--- src/verilog/nwd_pkg.sv ---
/*
 Constants for the network watchdog and logic output block: register
 offsets, field positions, reset values, codes and timing figures.
 Assumes a single 125 MHz clock and a synchronous active-low reset.
*/
package nwd_pkg;

   // Register word addresses on the plain register port.
   localparam logic [3:0] ADDR_ERR_RESP = 4'h0;
   localparam logic [3:0] ADDR_TIMEOUT = 4'h1;
   localparam logic [3:0] ADDR_LOGIC = 4'h2;
   localparam logic [3:0] ADDR_TERM = 4'h3;
   localparam logic [3:0] ADDR_CTRL = 4'h4;
   localparam logic [3:0] ADDR_STATE = 4'h5;
   localparam logic [3:0] ADDR_STATUS = 4'h6;
   localparam logic [3:0] ADDR_MASK = 4'h7;

   // Field positions.
   localparam int LOGIC_A_LSB = 0;
   localparam int LOGIC_B_LSB = 4;
   localparam int LOGIC_OP_LSB = 8;
   localparam int TERM_W = 4;
   localparam int NUM_TERMS = 3;
   localparam int CTRL_CLEAR_BIT = 0;
   localparam int STAT_TIMEOUT = 0;
   localparam int STAT_TRIP = 1;
   localparam int STAT_RESUME = 2;
   localparam int NUM_EVENTS = 3;

   // Values after reset.
   localparam logic [2:0] RST_ERR_RESP = 3'h2;
   localparam logic [15:0] RST_TIMEOUT = 16'h0000;
   localparam logic [3:0] RST_OPERAND = 4'h0;
   localparam logic [1:0] RST_OPERATOR = 2'h0;
   localparam logic [3:0] RST_TERM = 4'hF;
   localparam logic [2:0] RST_MASK = 3'h0;

   // Error response codes.
   localparam logic [2:0] RESP_TRIP = 3'h0;
   localparam logic [2:0] RESP_TRIP_STOP = 3'h1;
   localparam logic [2:0] RESP_DISABLE = 3'h2;
   localparam logic [2:0] RESP_COAST = 3'h3;
   localparam logic [2:0] RESP_STOP = 3'h4;

   // Alarm code reported on a communications trip.
   localparam logic [7:0] ALARM_COMM = 8'h3C;

   // Boolean operator codes.
   localparam logic [1:0] OP_AND = 2'h0;
   localparam logic [1:0] OP_OR = 2'h1;
   localparam logic [1:0] OP_XOR = 2'h2;

   // Output function assignment codes.
   localparam logic [3:0] FUNC_NDC = 4'h8;
   localparam logic [3:0] FUNC_LOG = 4'h9;
   localparam int NUM_OTHER = 8;

   // Timeout period is counted in units of 10 ms.
   localparam int CLK_PERIOD_NS = 8;
   localparam int TIMEOUT_UNIT_NS = 10000000;
   localparam int TICK_CYCLES = TIMEOUT_UNIT_NS / CLK_PERIOD_NS;
   localparam int TICK_W = 21;

   typedef enum logic [1:0] {
      NWD_OFF = 2'b00,
      NWD_WATCH = 2'b01,
      NWD_EXPIRED = 2'b11
   } nwd_state_e;

endpackage

--- src/verilog/nwd_logic_out.sv ---
/*
 Logic output combiner: picks two operands from the other output
 functions and combines them with AND, OR or XOR, registered.
 Assumes its inputs come from logic on the same clock.
*/
`timescale 1ns/100ps
module nwd_logic_out (
   input wire logic ref_clk,
   input wire logic resetn,
   input wire logic [8:0] funcIn,
   input wire logic [3:0] operandASelect,
   input wire logic [3:0] operandBSelect,
   input wire logic [1:0] boolOperatorSelect,
   output logic logOut
);

   logic opA;
   logic opB;
   logic next_logOut;

   // Codes past the nine other functions select a constant low.
   always_comb begin
      opA = 1'b0;
      opB = 1'b0;
      if (operandASelect <= nwd_pkg::FUNC_NDC) begin
         opA = funcIn[operandASelect];
      end
      if (operandBSelect <= nwd_pkg::FUNC_NDC) begin
         opB = funcIn[operandBSelect];
      end
      case (boolOperatorSelect)
         nwd_pkg::OP_AND: next_logOut = opA & opB;
         nwd_pkg::OP_OR: next_logOut = opA | opB;
         nwd_pkg::OP_XOR: next_logOut = opA ^ opB;
         default: next_logOut = 1'b0;
      endcase
   end

   always_ff @(posedge ref_clk) begin
      if (!resetn) begin
         logOut <= 1'b0;
      end else begin
         logOut <= next_logOut;
      end
   end

endmodule

--- src/verilog/nwd_top.sv ---
/*
 Network watchdog and logic output block with its register port,
 interrupt logic and output terminal routing.
 Assumes commActivity is an asynchronous pin that pulses or toggles
 level on each valid communications event; otherFunc comes from logic
 on ref_clk.
*/
`timescale 1ns/100ps
module nwd_top #(
   parameter int TICK_CYCLES = nwd_pkg::TICK_CYCLES
) (
   input wire logic ref_clk,
   input wire logic resetn,
   input wire logic [3:0] regAddr,
   input wire logic [31:0] regWdata,
   input wire logic regWrite,
   input wire logic regRead,
   output logic [31:0] regRdata,
   input wire logic commActivity,
   input wire logic [7:0] otherFunc,
   output logic [2:0] terminalOut,
   output logic ndcOut,
   output logic tripOut,
   output logic [7:0] alarmCode,
   output logic motorStop,
   output logic motorCoast,
   output logic irq
);

   // Configuration registers.
   logic [2:0] commErrorResponseSel;
   logic [15:0] commTimeoutPeriod;
   logic [3:0] operandASelect;
   logic [3:0] operandBSelect;
   logic [1:0] boolOperatorSelect;
   logic [11:0] termAssign;
   logic [2:0] intMask;
   logic [2:0] intStatus;
   logic [2:0] next_commErrorResponseSel;
   logic [15:0] next_commTimeoutPeriod;
   logic [3:0] next_operandASelect;
   logic [3:0] next_operandBSelect;
   logic [1:0] next_boolOperatorSelect;
   logic [11:0] next_termAssign;
   logic [2:0] next_intMask;
   logic [2:0] next_intStatus;
   logic [31:0] next_regRdata;
   logic next_irq;
   logic clearTrip;

   // Activity synchroniser and edge detection.
   logic actMeta;
   logic actSync;
   logic actLast;
   logic actEvent;

   // Watchdog state.
   nwd_pkg::nwd_state_e state;
   nwd_pkg::nwd_state_e next_state;
   logic [nwd_pkg::TICK_W-1:0] tickCnt;
   logic [nwd_pkg::TICK_W-1:0] next_tickCnt;
   logic [15:0] periodCnt;
   logic [15:0] next_periodCnt;
   logic next_ndcOut;
   logic next_tripOut;
   logic [7:0] next_alarmCode;
   logic next_motorStop;
   logic next_motorCoast;
   logic timeoutEvent;
   logic resumeEvent;
   logic tripEvent;
   logic tickDone;

   // Logic output and terminal routing.
   logic logOut;
   logic [8:0] funcAll;
   logic [2:0] next_terminalOut;
   logic [2:0] events;

   // Register writes and read data.
   always_comb begin
      next_commErrorResponseSel = commErrorResponseSel;
      next_commTimeoutPeriod = commTimeoutPeriod;
      next_operandASelect = operandASelect;
      next_operandBSelect = operandBSelect;
      next_boolOperatorSelect = boolOperatorSelect;
      next_termAssign = termAssign;
      next_intMask = intMask;
      clearTrip = 1'b0;
      next_regRdata = 32'h0000_0000;
      if (regWrite) begin
         case (regAddr)
            nwd_pkg::ADDR_ERR_RESP: next_commErrorResponseSel =
               regWdata[2:0];
            nwd_pkg::ADDR_TIMEOUT: next_commTimeoutPeriod = regWdata[15:0];
            nwd_pkg::ADDR_LOGIC: begin
               next_operandASelect = regWdata[nwd_pkg::LOGIC_A_LSB +: 4];
               next_operandBSelect = regWdata[nwd_pkg::LOGIC_B_LSB +: 4];
               next_boolOperatorSelect =
                  regWdata[nwd_pkg::LOGIC_OP_LSB +: 2];
            end
            nwd_pkg::ADDR_TERM: next_termAssign = regWdata[11:0];
            nwd_pkg::ADDR_CTRL: clearTrip =
               regWdata[nwd_pkg::CTRL_CLEAR_BIT];
            nwd_pkg::ADDR_MASK: next_intMask = regWdata[2:0];
            default: clearTrip = 1'b0;
         endcase
      end
      if (regRead) begin
         case (regAddr)
            nwd_pkg::ADDR_ERR_RESP: next_regRdata =
               {29'h0, commErrorResponseSel};
            nwd_pkg::ADDR_TIMEOUT: next_regRdata = {16'h0, commTimeoutPeriod};
            nwd_pkg::ADDR_LOGIC: next_regRdata = {22'h0, boolOperatorSelect,
               operandBSelect, operandASelect};
            nwd_pkg::ADDR_TERM: next_regRdata = {20'h0, termAssign};
            nwd_pkg::ADDR_STATE: next_regRdata = {24'h0, state, logOut,
               motorCoast, motorStop, tripOut, ndcOut, actSync};
            nwd_pkg::ADDR_STATUS: next_regRdata = {29'h0, intStatus};
            nwd_pkg::ADDR_MASK: next_regRdata = {29'h0, intMask};
            default: next_regRdata = 32'h0000_0000;
         endcase
      end
   end

   // Sticky status bits: an event in the clearing read cycle survives.
   assign events = {resumeEvent, tripEvent, timeoutEvent};

   always_comb begin
      next_intStatus = intStatus;
      if (regRead && regAddr == nwd_pkg::ADDR_STATUS) begin
         next_intStatus = 3'h0;
      end
      next_intStatus = next_intStatus | events;
      next_irq = |(next_intStatus & intMask);
   end

   always_ff @(posedge ref_clk) begin
      if (!resetn) begin
         commErrorResponseSel <= nwd_pkg::RST_ERR_RESP;
         commTimeoutPeriod <= nwd_pkg::RST_TIMEOUT;
         operandASelect <= nwd_pkg::RST_OPERAND;
         operandBSelect <= nwd_pkg::RST_OPERAND;
         boolOperatorSelect <= nwd_pkg::RST_OPERATOR;
         termAssign <= {nwd_pkg::NUM_TERMS{nwd_pkg::RST_TERM}};
         intMask <= nwd_pkg::RST_MASK;
         intStatus <= 3'h0;
         regRdata <= 32'h0000_0000;
         irq <= 1'b0;
      end else begin
         commErrorResponseSel <= next_commErrorResponseSel;
         commTimeoutPeriod <= next_commTimeoutPeriod;
         operandASelect <= next_operandASelect;
         operandBSelect <= next_operandBSelect;
         boolOperatorSelect <= next_boolOperatorSelect;
         termAssign <= next_termAssign;
         intMask <= next_intMask;
         intStatus <= next_intStatus;
         regRdata <= next_regRdata;
         irq <= next_irq;
      end
   end

   // Two-stage synchroniser; the edge detector reads only the second.
   always_ff @(posedge ref_clk) begin
      if (!resetn) begin
         actMeta <= 1'b0;
         actSync <= 1'b0;
         actLast <= 1'b0;
      end else begin
         actMeta <= commActivity;
         actSync <= actMeta;
         actLast <= actSync;
      end
   end

   assign actEvent = actSync ^ actLast;
   assign tickDone = (tickCnt == TICK_CYCLES[nwd_pkg::TICK_W-1:0] - 1'b1);

   // Watchdog timer and timeout response.
   always_comb begin
      next_state = state;
      next_tickCnt = tickCnt;
      next_periodCnt = periodCnt;
      next_ndcOut = ndcOut;
      next_tripOut = tripOut;
      next_alarmCode = alarmCode;
      next_motorStop = motorStop;
      next_motorCoast = motorCoast;
      timeoutEvent = 1'b0;
      resumeEvent = 1'b0;
      tripEvent = 1'b0;
      if (clearTrip) begin
         next_tripOut = 1'b0;
         next_alarmCode = 8'h00;
         next_motorStop = 1'b0;
         next_motorCoast = 1'b0;
      end
      case (state)
         nwd_pkg::NWD_OFF: begin
            next_ndcOut = 1'b0;
            next_tickCnt = '0;
            next_periodCnt = 16'h0000;
            if (commTimeoutPeriod != 16'h0000) begin
               next_state = nwd_pkg::NWD_WATCH;
            end
         end
         nwd_pkg::NWD_WATCH: begin
            next_ndcOut = 1'b0;
            if (commTimeoutPeriod == 16'h0000) begin
               next_state = nwd_pkg::NWD_OFF;
            end else if (actEvent) begin
               next_tickCnt = '0;
               next_periodCnt = 16'h0000;
            end else if (tickDone) begin
               next_tickCnt = '0;
               next_periodCnt = periodCnt + 16'h0001;
               if (periodCnt + 16'h0001 >= commTimeoutPeriod) begin
                  next_state = nwd_pkg::NWD_EXPIRED;
                  next_ndcOut = 1'b1;
                  timeoutEvent = 1'b1;
                  case (commErrorResponseSel)
                     nwd_pkg::RESP_TRIP: begin
                        next_tripOut = 1'b1;
                        next_alarmCode = nwd_pkg::ALARM_COMM;
                        next_motorCoast = 1'b1;
                        tripEvent = 1'b1;
                     end
                     nwd_pkg::RESP_TRIP_STOP: begin
                        next_tripOut = 1'b1;
                        next_alarmCode = nwd_pkg::ALARM_COMM;
                        next_motorStop = 1'b1;
                        tripEvent = 1'b1;
                     end
                     nwd_pkg::RESP_COAST: next_motorCoast = 1'b1;
                     nwd_pkg::RESP_STOP: next_motorStop = 1'b1;
                     default: tripEvent = 1'b0;
                  endcase
               end
            end else begin
               next_tickCnt = tickCnt + 1'b1;
            end
         end
         nwd_pkg::NWD_EXPIRED: begin
            next_ndcOut = 1'b1;
            if (commTimeoutPeriod == 16'h0000) begin
               next_state = nwd_pkg::NWD_OFF;
               next_ndcOut = 1'b0;
            end else if (actEvent) begin
               next_state = nwd_pkg::NWD_WATCH;
               next_ndcOut = 1'b0;
               next_tickCnt = '0;
               next_periodCnt = 16'h0000;
               resumeEvent = 1'b1;
            end
         end
         default: begin
            next_state = nwd_pkg::NWD_OFF;
            next_ndcOut = 1'b0;
         end
      endcase
   end

   always_ff @(posedge ref_clk) begin
      if (!resetn) begin
         state <= nwd_pkg::NWD_OFF;
         tickCnt <= '0;
         periodCnt <= 16'h0000;
         ndcOut <= 1'b0;
         tripOut <= 1'b0;
         alarmCode <= 8'h00;
         motorStop <= 1'b0;
         motorCoast <= 1'b0;
      end else begin
         state <= next_state;
         tickCnt <= next_tickCnt;
         periodCnt <= next_periodCnt;
         ndcOut <= next_ndcOut;
         tripOut <= next_tripOut;
         alarmCode <= next_alarmCode;
         motorStop <= next_motorStop;
         motorCoast <= next_motorCoast;
      end
   end

   // The watchdog output is the ninth of the other functions.
   assign funcAll = {ndcOut, otherFunc};

   nwd_logic_out u_logic (
      .ref_clk(ref_clk),
      .resetn(resetn),
      .funcIn(funcAll),
      .operandASelect(operandASelect),
      .operandBSelect(operandBSelect),
      .boolOperatorSelect(boolOperatorSelect),
      .logOut(logOut)
   );

   // Each terminal shows the function its assignment code names.
   genvar t;
   generate
      for (t = 0; t < nwd_pkg::NUM_TERMS; t++) begin : g_term
         logic [3:0] code;
         assign code = termAssign[t*nwd_pkg::TERM_W +: nwd_pkg::TERM_W];
         always_comb begin
            if (code == nwd_pkg::FUNC_NDC) begin
               next_terminalOut[t] = ndcOut;
            end else if (code == nwd_pkg::FUNC_LOG) begin
               next_terminalOut[t] = logOut;
            end else if (code < nwd_pkg::FUNC_NDC) begin
               next_terminalOut[t] = otherFunc[code[2:0]];
            end else begin
               next_terminalOut[t] = 1'b0;
            end
         end
      end
   endgenerate

   always_ff @(posedge ref_clk) begin
      if (!resetn) begin
         terminalOut <= 3'h0;
      end else begin
         terminalOut <= next_terminalOut;
      end
   end

endmodule

--- config.mk ---
export PLATFORM = sky130hd
export DESIGN_NAME = nwd_top
export DESIGN_NICKNAME = d
export VERILOG_FILES = /design/src/verilog/nwd_pkg.sv /design/src/verilog/nwd_logic_out.sv /design/src/verilog/nwd_top.sv
export SDC_FILE = /design/constraint.sdc
export NUM_CORES = 1
export LEC_CHECK = 0
export ABC_CLOCK_PERIOD_IN_PS = 6600
export BUFFER_PORTS_ARGS = -buffer_cell sky130_fd_sc_hd__buf_2
export CORE_ASPECT_RATIO = 0.75
export CORE_UTILIZATION = 30
export CTS_CLUSTER_DIAMETER = 150
export CTS_CLUSTER_SIZE = 14
export DETAILED_ROUTE_END_ITERATION = 8
export GPL_ROUTABILITY_DRIVEN = 0
export PLACE_DENSITY = 0.52
export SYNTH_ARGS = -nofsm -noshare
export SYNTH_HDL_FRONTEND = slang
export SYNTH_SLANG_ARGS = --single-unit
--- constraint.sdc ---
create_clock -name ref_clk -period 6.6 [get_ports ref_clk]
set_input_delay 1.32 -clock ref_clk [delete_from_list [all_inputs] [get_ports ref_clk]]
set_output_delay 1.32 -clock ref_clk [all_outputs]
set_load 0.01 [all_outputs]
## Word-level counts from Yosys, hierarchy flattened

Cells that the tools add are included.

| word-level totals | value |
|---|---|
| bits in registers | 138 |
| latch bits | 0 |
| RAM bits | 0 |
| memory bits (read-only) | 0 |
| bits of input ports | 49 |
| word-level logic and storage cells | 184 |
| memories | 0 |

| cells by class | value |
|---|---|
| add/subtract/negate cells | 2 |
| multiply operators | 0 |
| divide/modulo/power cells | 0 |
| $lt $le $gt $ge | 11 |
| eq/ne operators | 30 |
| shifts and indexed selects | 0 |
| multiplexer cells | 91 |
| bitwise operators | 6 |
| reduce and logical (&&, ||, !) cells | 21 |

Operators by type and width:

| cell | count |
|---|---|
| 16-bit case mux with 7 select lines | 1 |
| 21-bit 2-to-1 mux | 5 |
| 16-bit 2-to-1 mux | 5 |
| 21-bit case mux with 3 select lines | 1 |
| 8-bit 2-to-1 mux | 7 |
| 1-bit 2-to-1 mux | 55 |
| 16-bit case mux with 3 select lines | 1 |
| 4-bit equality test, second input constant | 6 |
| 21-bit by 1-bit adder with 21-bit output, second input constant | 1 |
| 21-bit equality test, second input constant | 1 |
| 16-bit by 1-bit adder with 16-bit output, second input constant | 1 |
| 4-bit by 3-bit equality test with 1-bit output, second input constant | 4 |
| 16-bit >= comparator | 1 |
| 16-bit logical NOT | 1 |
| 16-bit nonzero test | 1 |
| 3-bit inequality test, second input constant | 5 |
| 2-bit 2-to-1 mux | 7 |
| 3-bit by 4-bit < comparator with 1-bit output, second input constant | 3 |
| 4-bit < comparator, second input constant | 3 |
| 2-bit AND reduction | 6 |
| 4-bit by 5-bit < comparator with 1-bit output, second input constant | 2 |
| 5-bit AND reduction | 2 |
| 1-bit binary-select mux with 3-bit select | 3 |
| 1-bit binary-select mux with 4-bit select | 2 |
| other kinds (26) | 37 |

## Depth between registers and ports, before layout

Gate-level depths: netlist of the first run.

| logic depth | value |
|---|---|
| word-level depth | 11 |
| gate-level depth with buffers | 11 |
| depth with buffers taken out | 11 |

## Hierarchy

A second synthesis of the first run with hierarchy kept.

| second synthesis, totals | value |
|---|---|
| cells, all modules | 751 |
| area, all modules | 6321.1 um^2 |

Modules (own cells, without submodules):

| module | times used | cells an instance | area each (um^2) |
|---|---|---|---|
| nwd_top | 1 | 722 | 6053.3 |
| nwd_logic_out | 1 | 29 | 267.8 |

## Worst setup path after synthesis of the first run

OpenSTA, ideal clock, no wires.

| timing path | value |
|---|---|
| path kind | reg-to-reg |
| start point | register periodCnt[0] |
| end point | register motorCoast |
| library setup time | 117 ps |
| data arrival time | 2796 ps |
| data required time | 6483 ps |
| path slack | 3687 ps |
| cell stages (with the launch flop) | 12 |
| buffers on the path | 0 |
| clock period less this slack | 2913 ps |
| cells stage by stage | dfxtp_1 > ha_1 > and3_1 > nand4_1 > nor4_1 > xor2_1 > ha_1 > nand2_1 > nor2_1 > a2111oi_1 > a21oi_1 > a22o_1 |

| on the way | value |
|---|---|
| word-level cells in the longest chain between the ends | 7 |

RTL lines:

| what | line | RTL |
|---|---|---|
| start, declared | nwd_top.sv:62 | `logic [15:0] periodCnt;` |
| start signal, assigned | nwd_top.sv:277 | `periodCnt <= next_periodCnt;` |
| 16-bit by 1-bit adder with 16-bit output | nwd_top.sv:218 | `if (periodCnt + 16'h0001 >= commTimeoutPeriod) begin` |
| 16-bit >= comparator | nwd_top.sv:218 |  |
| 1-bit 2-to-1 mux | nwd_top.sv:218 |  |
| 1-bit 2-to-1 mux | nwd_top.sv:215 | `end else if (tickDone) begin` |
| 1-bit 2-to-1 mux | nwd_top.sv:212 | `end else if (actEvent) begin` |
| 1-bit 2-to-1 mux | nwd_top.sv:210 | `if (commTimeoutPeriod == 16'h0000) begin` |
| 1-bit 2-to-1 mux | nwd_top.sv:199 | `case (state)` |
| end signal, assigned | nwd_top.sv:282 | `motorCoast <= next_motorCoast;` |
| end, declared | nwd_top.sv:26 | `output logic motorCoast,` |

Every way passes these cells.
A chain may end at the register's enable or synchronous reset.

## Worst setup path after layout of the first run

| timing path | value |
|---|---|
| start point | register periodCnt[7] |
| end point | register motorCoast |

The elaborated chain is that of the path after synthesis.

==> results.json, run 1 <==
{
  "drive_above_1_share": 0.148,
  "hpwl_um": 13300,
  "path_cells": "and4_1 > nand4_1 > or3_1 > nand2_1 > ha_1 > a21oi_1 > nor2_1 > a2111oi_1 > a21oi_1 > a22o_1",
  "cpPeakStageDelay_ps": 930,
  "synth_top_family_by_area": "simple AND/OR/NAND/NOR gates",
  "antenna_found_initial": 0,
  "vias_per_cell": 5.15,
  "report.final.hold_viol_count": 0,
  "synth_common_cells": "dfxtp_1 (122), nand2_1 (104), nor2_1 (58), a21oi_1 (53), nand3_1 (47)",
  "min_to": "alarmCode[7]",
  "min_path_type": "reg -> reg",
  "vias": 5577,
  "yosysTopAreaCell": "dfxtp_1",
  "crit_required_ps": 6900,
  "power_density_nw_per_um2": 241,
  "synth-seq-area-share": 0.384,
  "ys_async_sr_fraction": 0,
  "avgSynthCellArea_um2": 8.58,
  "tns_ps": 0,
  "grt_setup_unrepaired": "false",
  "status": "finished, final reports clean",
  "postCtsSetupRepairBufs": 0,
  "reg2reg_setup_slack_ps": 2860,
  "holdWs_ps": 428,
  "reg2reg_depth": 10,
  "cts_tree": "done",
  "skew_ps": 15.1,
  "port-buffer-count": 64,
  "ir_drop_mv": 0.148,
  "ys_seq_elements": 122,
  "fp.dieW_um": 170,
  "grt_pass1_vias": 5099,
  "drt_iter0_drc": 487,
  "synthTopCellsByArea": "dfxtp_1 (38%), nand2_1 (6.1%), a21oi_1 (4.2%)",
  "worstHoldStart": "alarmCode[7]",
  "cts_buffer_depth": 2,
  "critical_path_peak_fanout": 8,
  "endpoint_kind": "register",
  "syn_inst": 741,
  "synth_ff_type": "dfxtp_1",
  "dieArea_um2": 21800,
  "synth-simple-area-share": 0.245,
  "synth_most_common_cell": "dfxtp_1",
  "drv_cap": 0,
  "grt_pass1_wl_um": 29200,
  "worst_pin_slew_ps": 1050,
  "arrival_ps": 4040,
  "io_pins": 97,
  "synth_compound_area_frac": 0.164,
  "drt_wl_total_um": 18100,
  "slew_violations": 0,
  "cts.clk_slew.worst_paths_ps": 60,
  "rr_startpoint": "periodCnt[7]",
  "synth_top_area_frac": 0.384,
  "finalSetupViolCount": 0,
  "drc": 0,
  "whs_path_depth": 2,
  "antennaDiodeCount": 0,
  "yosys_warnings": 0,
  "fmax_mhz": 268,
  "die_h_um": 128,
  "ys_types": 62,
  "netlist_area_um2": 6360,
  "critPathKind": "reg -> reg",
  "crit_path_start_kind": "register",
  "wl_per_cell_um": 16.8,
  "maxSlewHeadroom": 0.296,
  "grt_max_degree": 41,
  "min_period_over_period": 0.566,
  "clock_sinks": 122,
  "hold_buffers": 0,
  "muxShareOfSynthArea": 0.0677,
  "ant_nets": 0,
  "cts_resized": 0,
  "clk-insertion-delay-late_ps": 410,
  "layout.nets": 859,
  "first_pass_iters": 6,
  "synth-adder-area-share": 0.0394,
  "finalPower_w": 0.00178,
  "cts_max_level": 4,
  "cp_slowest_cell": "a2111oi_1",
  "start_util": 0.310,
  "power.leakage_nw": 2.93,
  "rows": 45,
  "core_um2": 20500,
  "reg2reg_to": "motorCoast",
  "synth-xor-area-share": 0.0413,
  "grt.total_usage": 0.173,
  "overflow": 0,
  "cts_made_buffers": 17,
  "cpMostUsedCell": "a21oi_1",
  "synth-edff-count": 0,
  "period_minus_slack_ps": 3740,
  "syn2layout_area_growth_pct": 16.3,
  "root_buffer": "clkbuf_16"
}
## power breakdown
group | switching, W | internal (W) | leakage (nW)
combinational | 0.0000796 | 0.0000382 | 1.67
sequential | 0.0000118 | 0.000744 | 0.985
clock | 0.000332 | 0.000577 | 0.280
total | 0.000424 | 0.00136 | 2.93
## cell families (layout without fill, tap and decap cells)
kind of cell,count (synthesis),after routing
and+or+nand+nor,313,313
AOI/OAI and AO/OA,150,150
DFF,122,122
buffers and inverters,75,119
xor gates and xnor gates,30,30
muxes,30,30
adders and majority gates,20,20
other,1,16
## per-stage QoR
stage	util	cell area [um2]	instances	setup slack, ps
after floorplan	-	6410	756	3690
after global placement	0.333	6830	1053	2890
after detailed placement	0.333	6830	1053	2850
after CTS	0.361	7390	1082	2850
after global routing	0.361	7390	1082	2560
final	0.361	7390	1082	2860
## layout make-up
type	count	area [um2]
Clock inverter	8	96.3
Fill cell	2174	13100
Multi-Input combinational cell	559	3610
Clock buffer	21	470
Sequential cell	122	2440
Tap cell	282	353
Timing Repair Buffer	66	335
Inverter	24	90.1
## layout by cell type, fill, tap and decap left out, types with 7 or more instances in the layout
cell type	Yosys	final
a211oi_1	11	11
a21o_1	10	10
a21oi_1	53	53
a22o_1	15	15
and2_1	11	11
and3_1	11	11
and4_1	8	8
buf_2	9	64
clkbuf_16	0	17
conb_1	1	16
dfxtp_1	122	122
ha_1	20	20
inv_1	24	24
mux2i_1	16	16
mux4_2	10	10
nand2_1	104	104
nand3_1	47	47
nand4_1	14	14
nor2_1	58	58
nor3_1	13	13
nor4_1	7	7
nor4b_1	7	7
o21ai_0	17	16
xnor2_1	23	23
xor2_1	7	7
## worst max-delay path by stage
| stage | cells after the start | start | to |
|---|---|---|---|
| floorplan | 11 | periodCnt[0] | motorCoast |
| global placement | 11 | periodCnt[0] | motorCoast |
| detailed placement | 11 | periodCnt[0] | motorStop |
| CTS | 11 | periodCnt[0] | motorCoast |
| global route | 11 | periodCnt[0] | motorStop |
| finish | 10 | periodCnt[7] | motorCoast |
## sequential cells by signal, summed over array words and instances, names as in the netlist, 2 cells and up
signal and count:
terminalOut 3, termAssign 12, regRdata 16, commTimeoutPeriod 16, boolOperatorSelect 2, alarmCode 8, periodCnt 16, intStatus 3
operandBSelect 4, commErrorResponseSel 3, intMask 3, tickCnt 21, state 2, operandASelect 4
## worst max-delay path, delay by kind of cell, from the launching register on
family | cells | cell delay (ps)
and+or+nand+nor | 5 | 1260
adders and majority gates | 1 | 250
DFF | 1 | 460
AOI/OAI and AO/OA | 4 | 1660
## layer usage
metal / GRT usage / wire, um / up-vias
met2: 0.220 / 6860 / 159
met1: 0.284 / 10100 / 2666
met4: 0.0382 / 66 / 0
met3: 0.0346 / 1080 / 7
met5: 0 / 0 / -
li1: - / - / 2745
No activity file was read; power rests on OpenSTA's default activity.
==> run 2: changes to the inputs <==
ABC_CLOCK_PERIOD_IN_PS = 3120   (was 6600)
PLACE_DENSITY = 0.53   (was 0.52)
clock period = 3.12 ns   (was 6.6 ns; I/O delays follow)
==> results.json, run 2 (synthesized netlist as in run 1, its figures left out) <==
{
  "worstSetupStartpoint": "periodCnt[0]",
  "start_util": 0.310,
  "grt.total_usage": 0.175,
  "fin_area_um2": 7810,
  "cpMostUsedCell": "buf_4",
  "arrival_ps": 3370,
  "cts.clk_slew.worst_paths_ps": 70,
  "io_pins": 97,
  "grt_max_degree": 32,
  "fillers": 2150,
  "power_density_nw_per_um2": 517,
  "postCtsSetupRepairBufs": 0,
  "critPathKind": "reg -> reg",
  "period_minus_slack_ps": 3010,
  "top_register": "tickCnt",
  "cts_tree": "done",
  "wl_per_cell_um": 16.5,
  "min_period_over_period": 0.964,
  "layout.nets": 896,
  "endpoint": "alarmCode[2]",
  "path_depth": 13,
  "drv_cap": 0,
  "crit_family": "simple AND/OR/NAND/NOR gates",
  "endpoint_kind": "register",
  "overflow": 0,
  "drc": 0,
  "drt_iter0_drc": 637,
  "skew_ps": 14.5,
  "ant_nets": 0,
  "placed_cell_area_um2": 7100,
  "cts_made_buffers": 17,
  "final_common_cell": "dfxtp_1",
  "cpPeakStageDelay_ps": 430,
  "root_buffer": "clkbuf_16",
  "reg2reg_setup_slack_ps": 110,
  "port-buffer-count": 64,
  "critical_path_peak_fanout": 6,
  "crit_required_ps": 3480,
  "drt_wl_total_um": 18500,
  "cts_buffer_depth": 2,
  "rows": 45,
  "path_cells": "buf_4 > and4_4 > nand4_1 > or3_4 > nand2_1 > ha_1 > nand4_1 > nor4_2 > buf_4 > a32oi_4 > a2111oi_4 > buf_4 > a21o_1",
  "worst_pin_slew_ps": 634,
  "finalSetupViolCount": 0,
  "grt_pass1_vias": 5292,
  "holdWs_ps": 424,
  "largest_reg_flops": 21,
  "grt_pass1_wl_um": 29500,
  "cp_num_buf_inv": 3,
  "rr_startpoint": "periodCnt[0]",
  "reg2reg_to": "alarmCode[2]",
  "crit_path_start_kind": "register",
  "core_um2": 20500,
  "hpwl_um": 13700,
  "fmax_mhz": 332,
  "syn2layout_area_growth_pct": 22.8,
  "report.final.hold_viol_count": 0,
  "slew_violations": 0,
  "fp.dieW_um": 170,
  "ir_drop_mv": 0.349,
  "reg2reg_depth": 13,
  "maxSlewHeadroom": 0.573,
  "die_h_um": 128,
  "status": "finished, final reports clean",
  "first_pass_iters": 7,
  "vias_per_cell": 5.12,
  "layout_common_cells": "dfxtp_1 (120), nand2_1 (104), buf_2 (64)",
  "min_path_type": "reg -> reg",
  "antennaDiodeCount": 0,
  "dieArea_um2": 21800,
  "power.leakage_nw": 3.15,
  "final_core_util": 0.381,
  "cts_max_level": 4,
  "clock_sinks": 122,
  "clk-insertion-delay-late_ps": 420,
  "antenna_found_initial": 0,
  "drive_above_1_share": 0.200,
  "vias": 5744,
  "cp_slowest_cell": "or3_4"
}
-- run 2: cell count changes in the layout (fill, tap and decap cells not counted), moves of 3 or more --
cell	before	now
inv_6	0	6
clkbuf_8	3	0
buf_4	2	39
clkinv_2	4	0
-- run 2: power breakdown --
part           switching, W  total, W  internal [W]  leakage [nW]
logic              0.000183  0.000284      0.000101          1.85
registers         0.0000170   0.00159       0.00157         0.986
clock network      0.000806   0.00217       0.00136         0.309
-- run 2: worst min path at each step --
stage,start,endpoint,slack (ps),depth (start not counted)
final,alarmCode[0],alarmCode[0],420,2
after floorplan,actMeta,actSync,410,1
after global placement,alarmCode[1],alarmCode[1],420,2
after global routing,commActivity,actMeta,430,2
after detailed placement,alarmCode[0],alarmCode[0],420,2
after CTS,commActivity,actMeta,420,2
-- run 2: area by class of cell --
cell class	instances	area [um2]	share of cell area
clock buffer	18	429	0.0550
clock inverter	14	209	0.0268
inverter	24	90.1	0.0115
multi-input combinational	559	3670	0.470
sequential	122	2440	0.313
tap	282	353	0.0452
timing repair buffer	103	613	0.0785
-- run 2: tightest hold or removal path: cells and delay by family (launching register included) --
kind,cells,cell delay (ps)
and+or+nand+nor,2,80
DFF,1,310
-- run 2: what timing repair did --
item,CTS,global route
pin swaps,0,7
endpoints found under the setup margin,6,13
hold buffers,0,0
gates resized for setup,1,14
-- run 2: metrics by stage --
step	setup slack, ps	TNS [ps]	cells	total power (W)
final	111	0	1122	0.00404
after global routing	-70.7	-346	1122	0.00418
after CTS	2.77	0	1122	0.00406
after detailed placement	-9.71	-36.0	1090	0.00190
after global placement	-60.4	-356	1090	0.00190
after floorplan	207	0	756	0.00180
-- run 2: routing by layer --
layer,vias to the layer above,global-route usage,part of all wire
met2,154,0.231,0.39
met5,-,0,0
met1,2754,0.273,0.53
met4,0,0.0450,0.0058
li1,2827,-,-
met3,9,0.0435,0.073
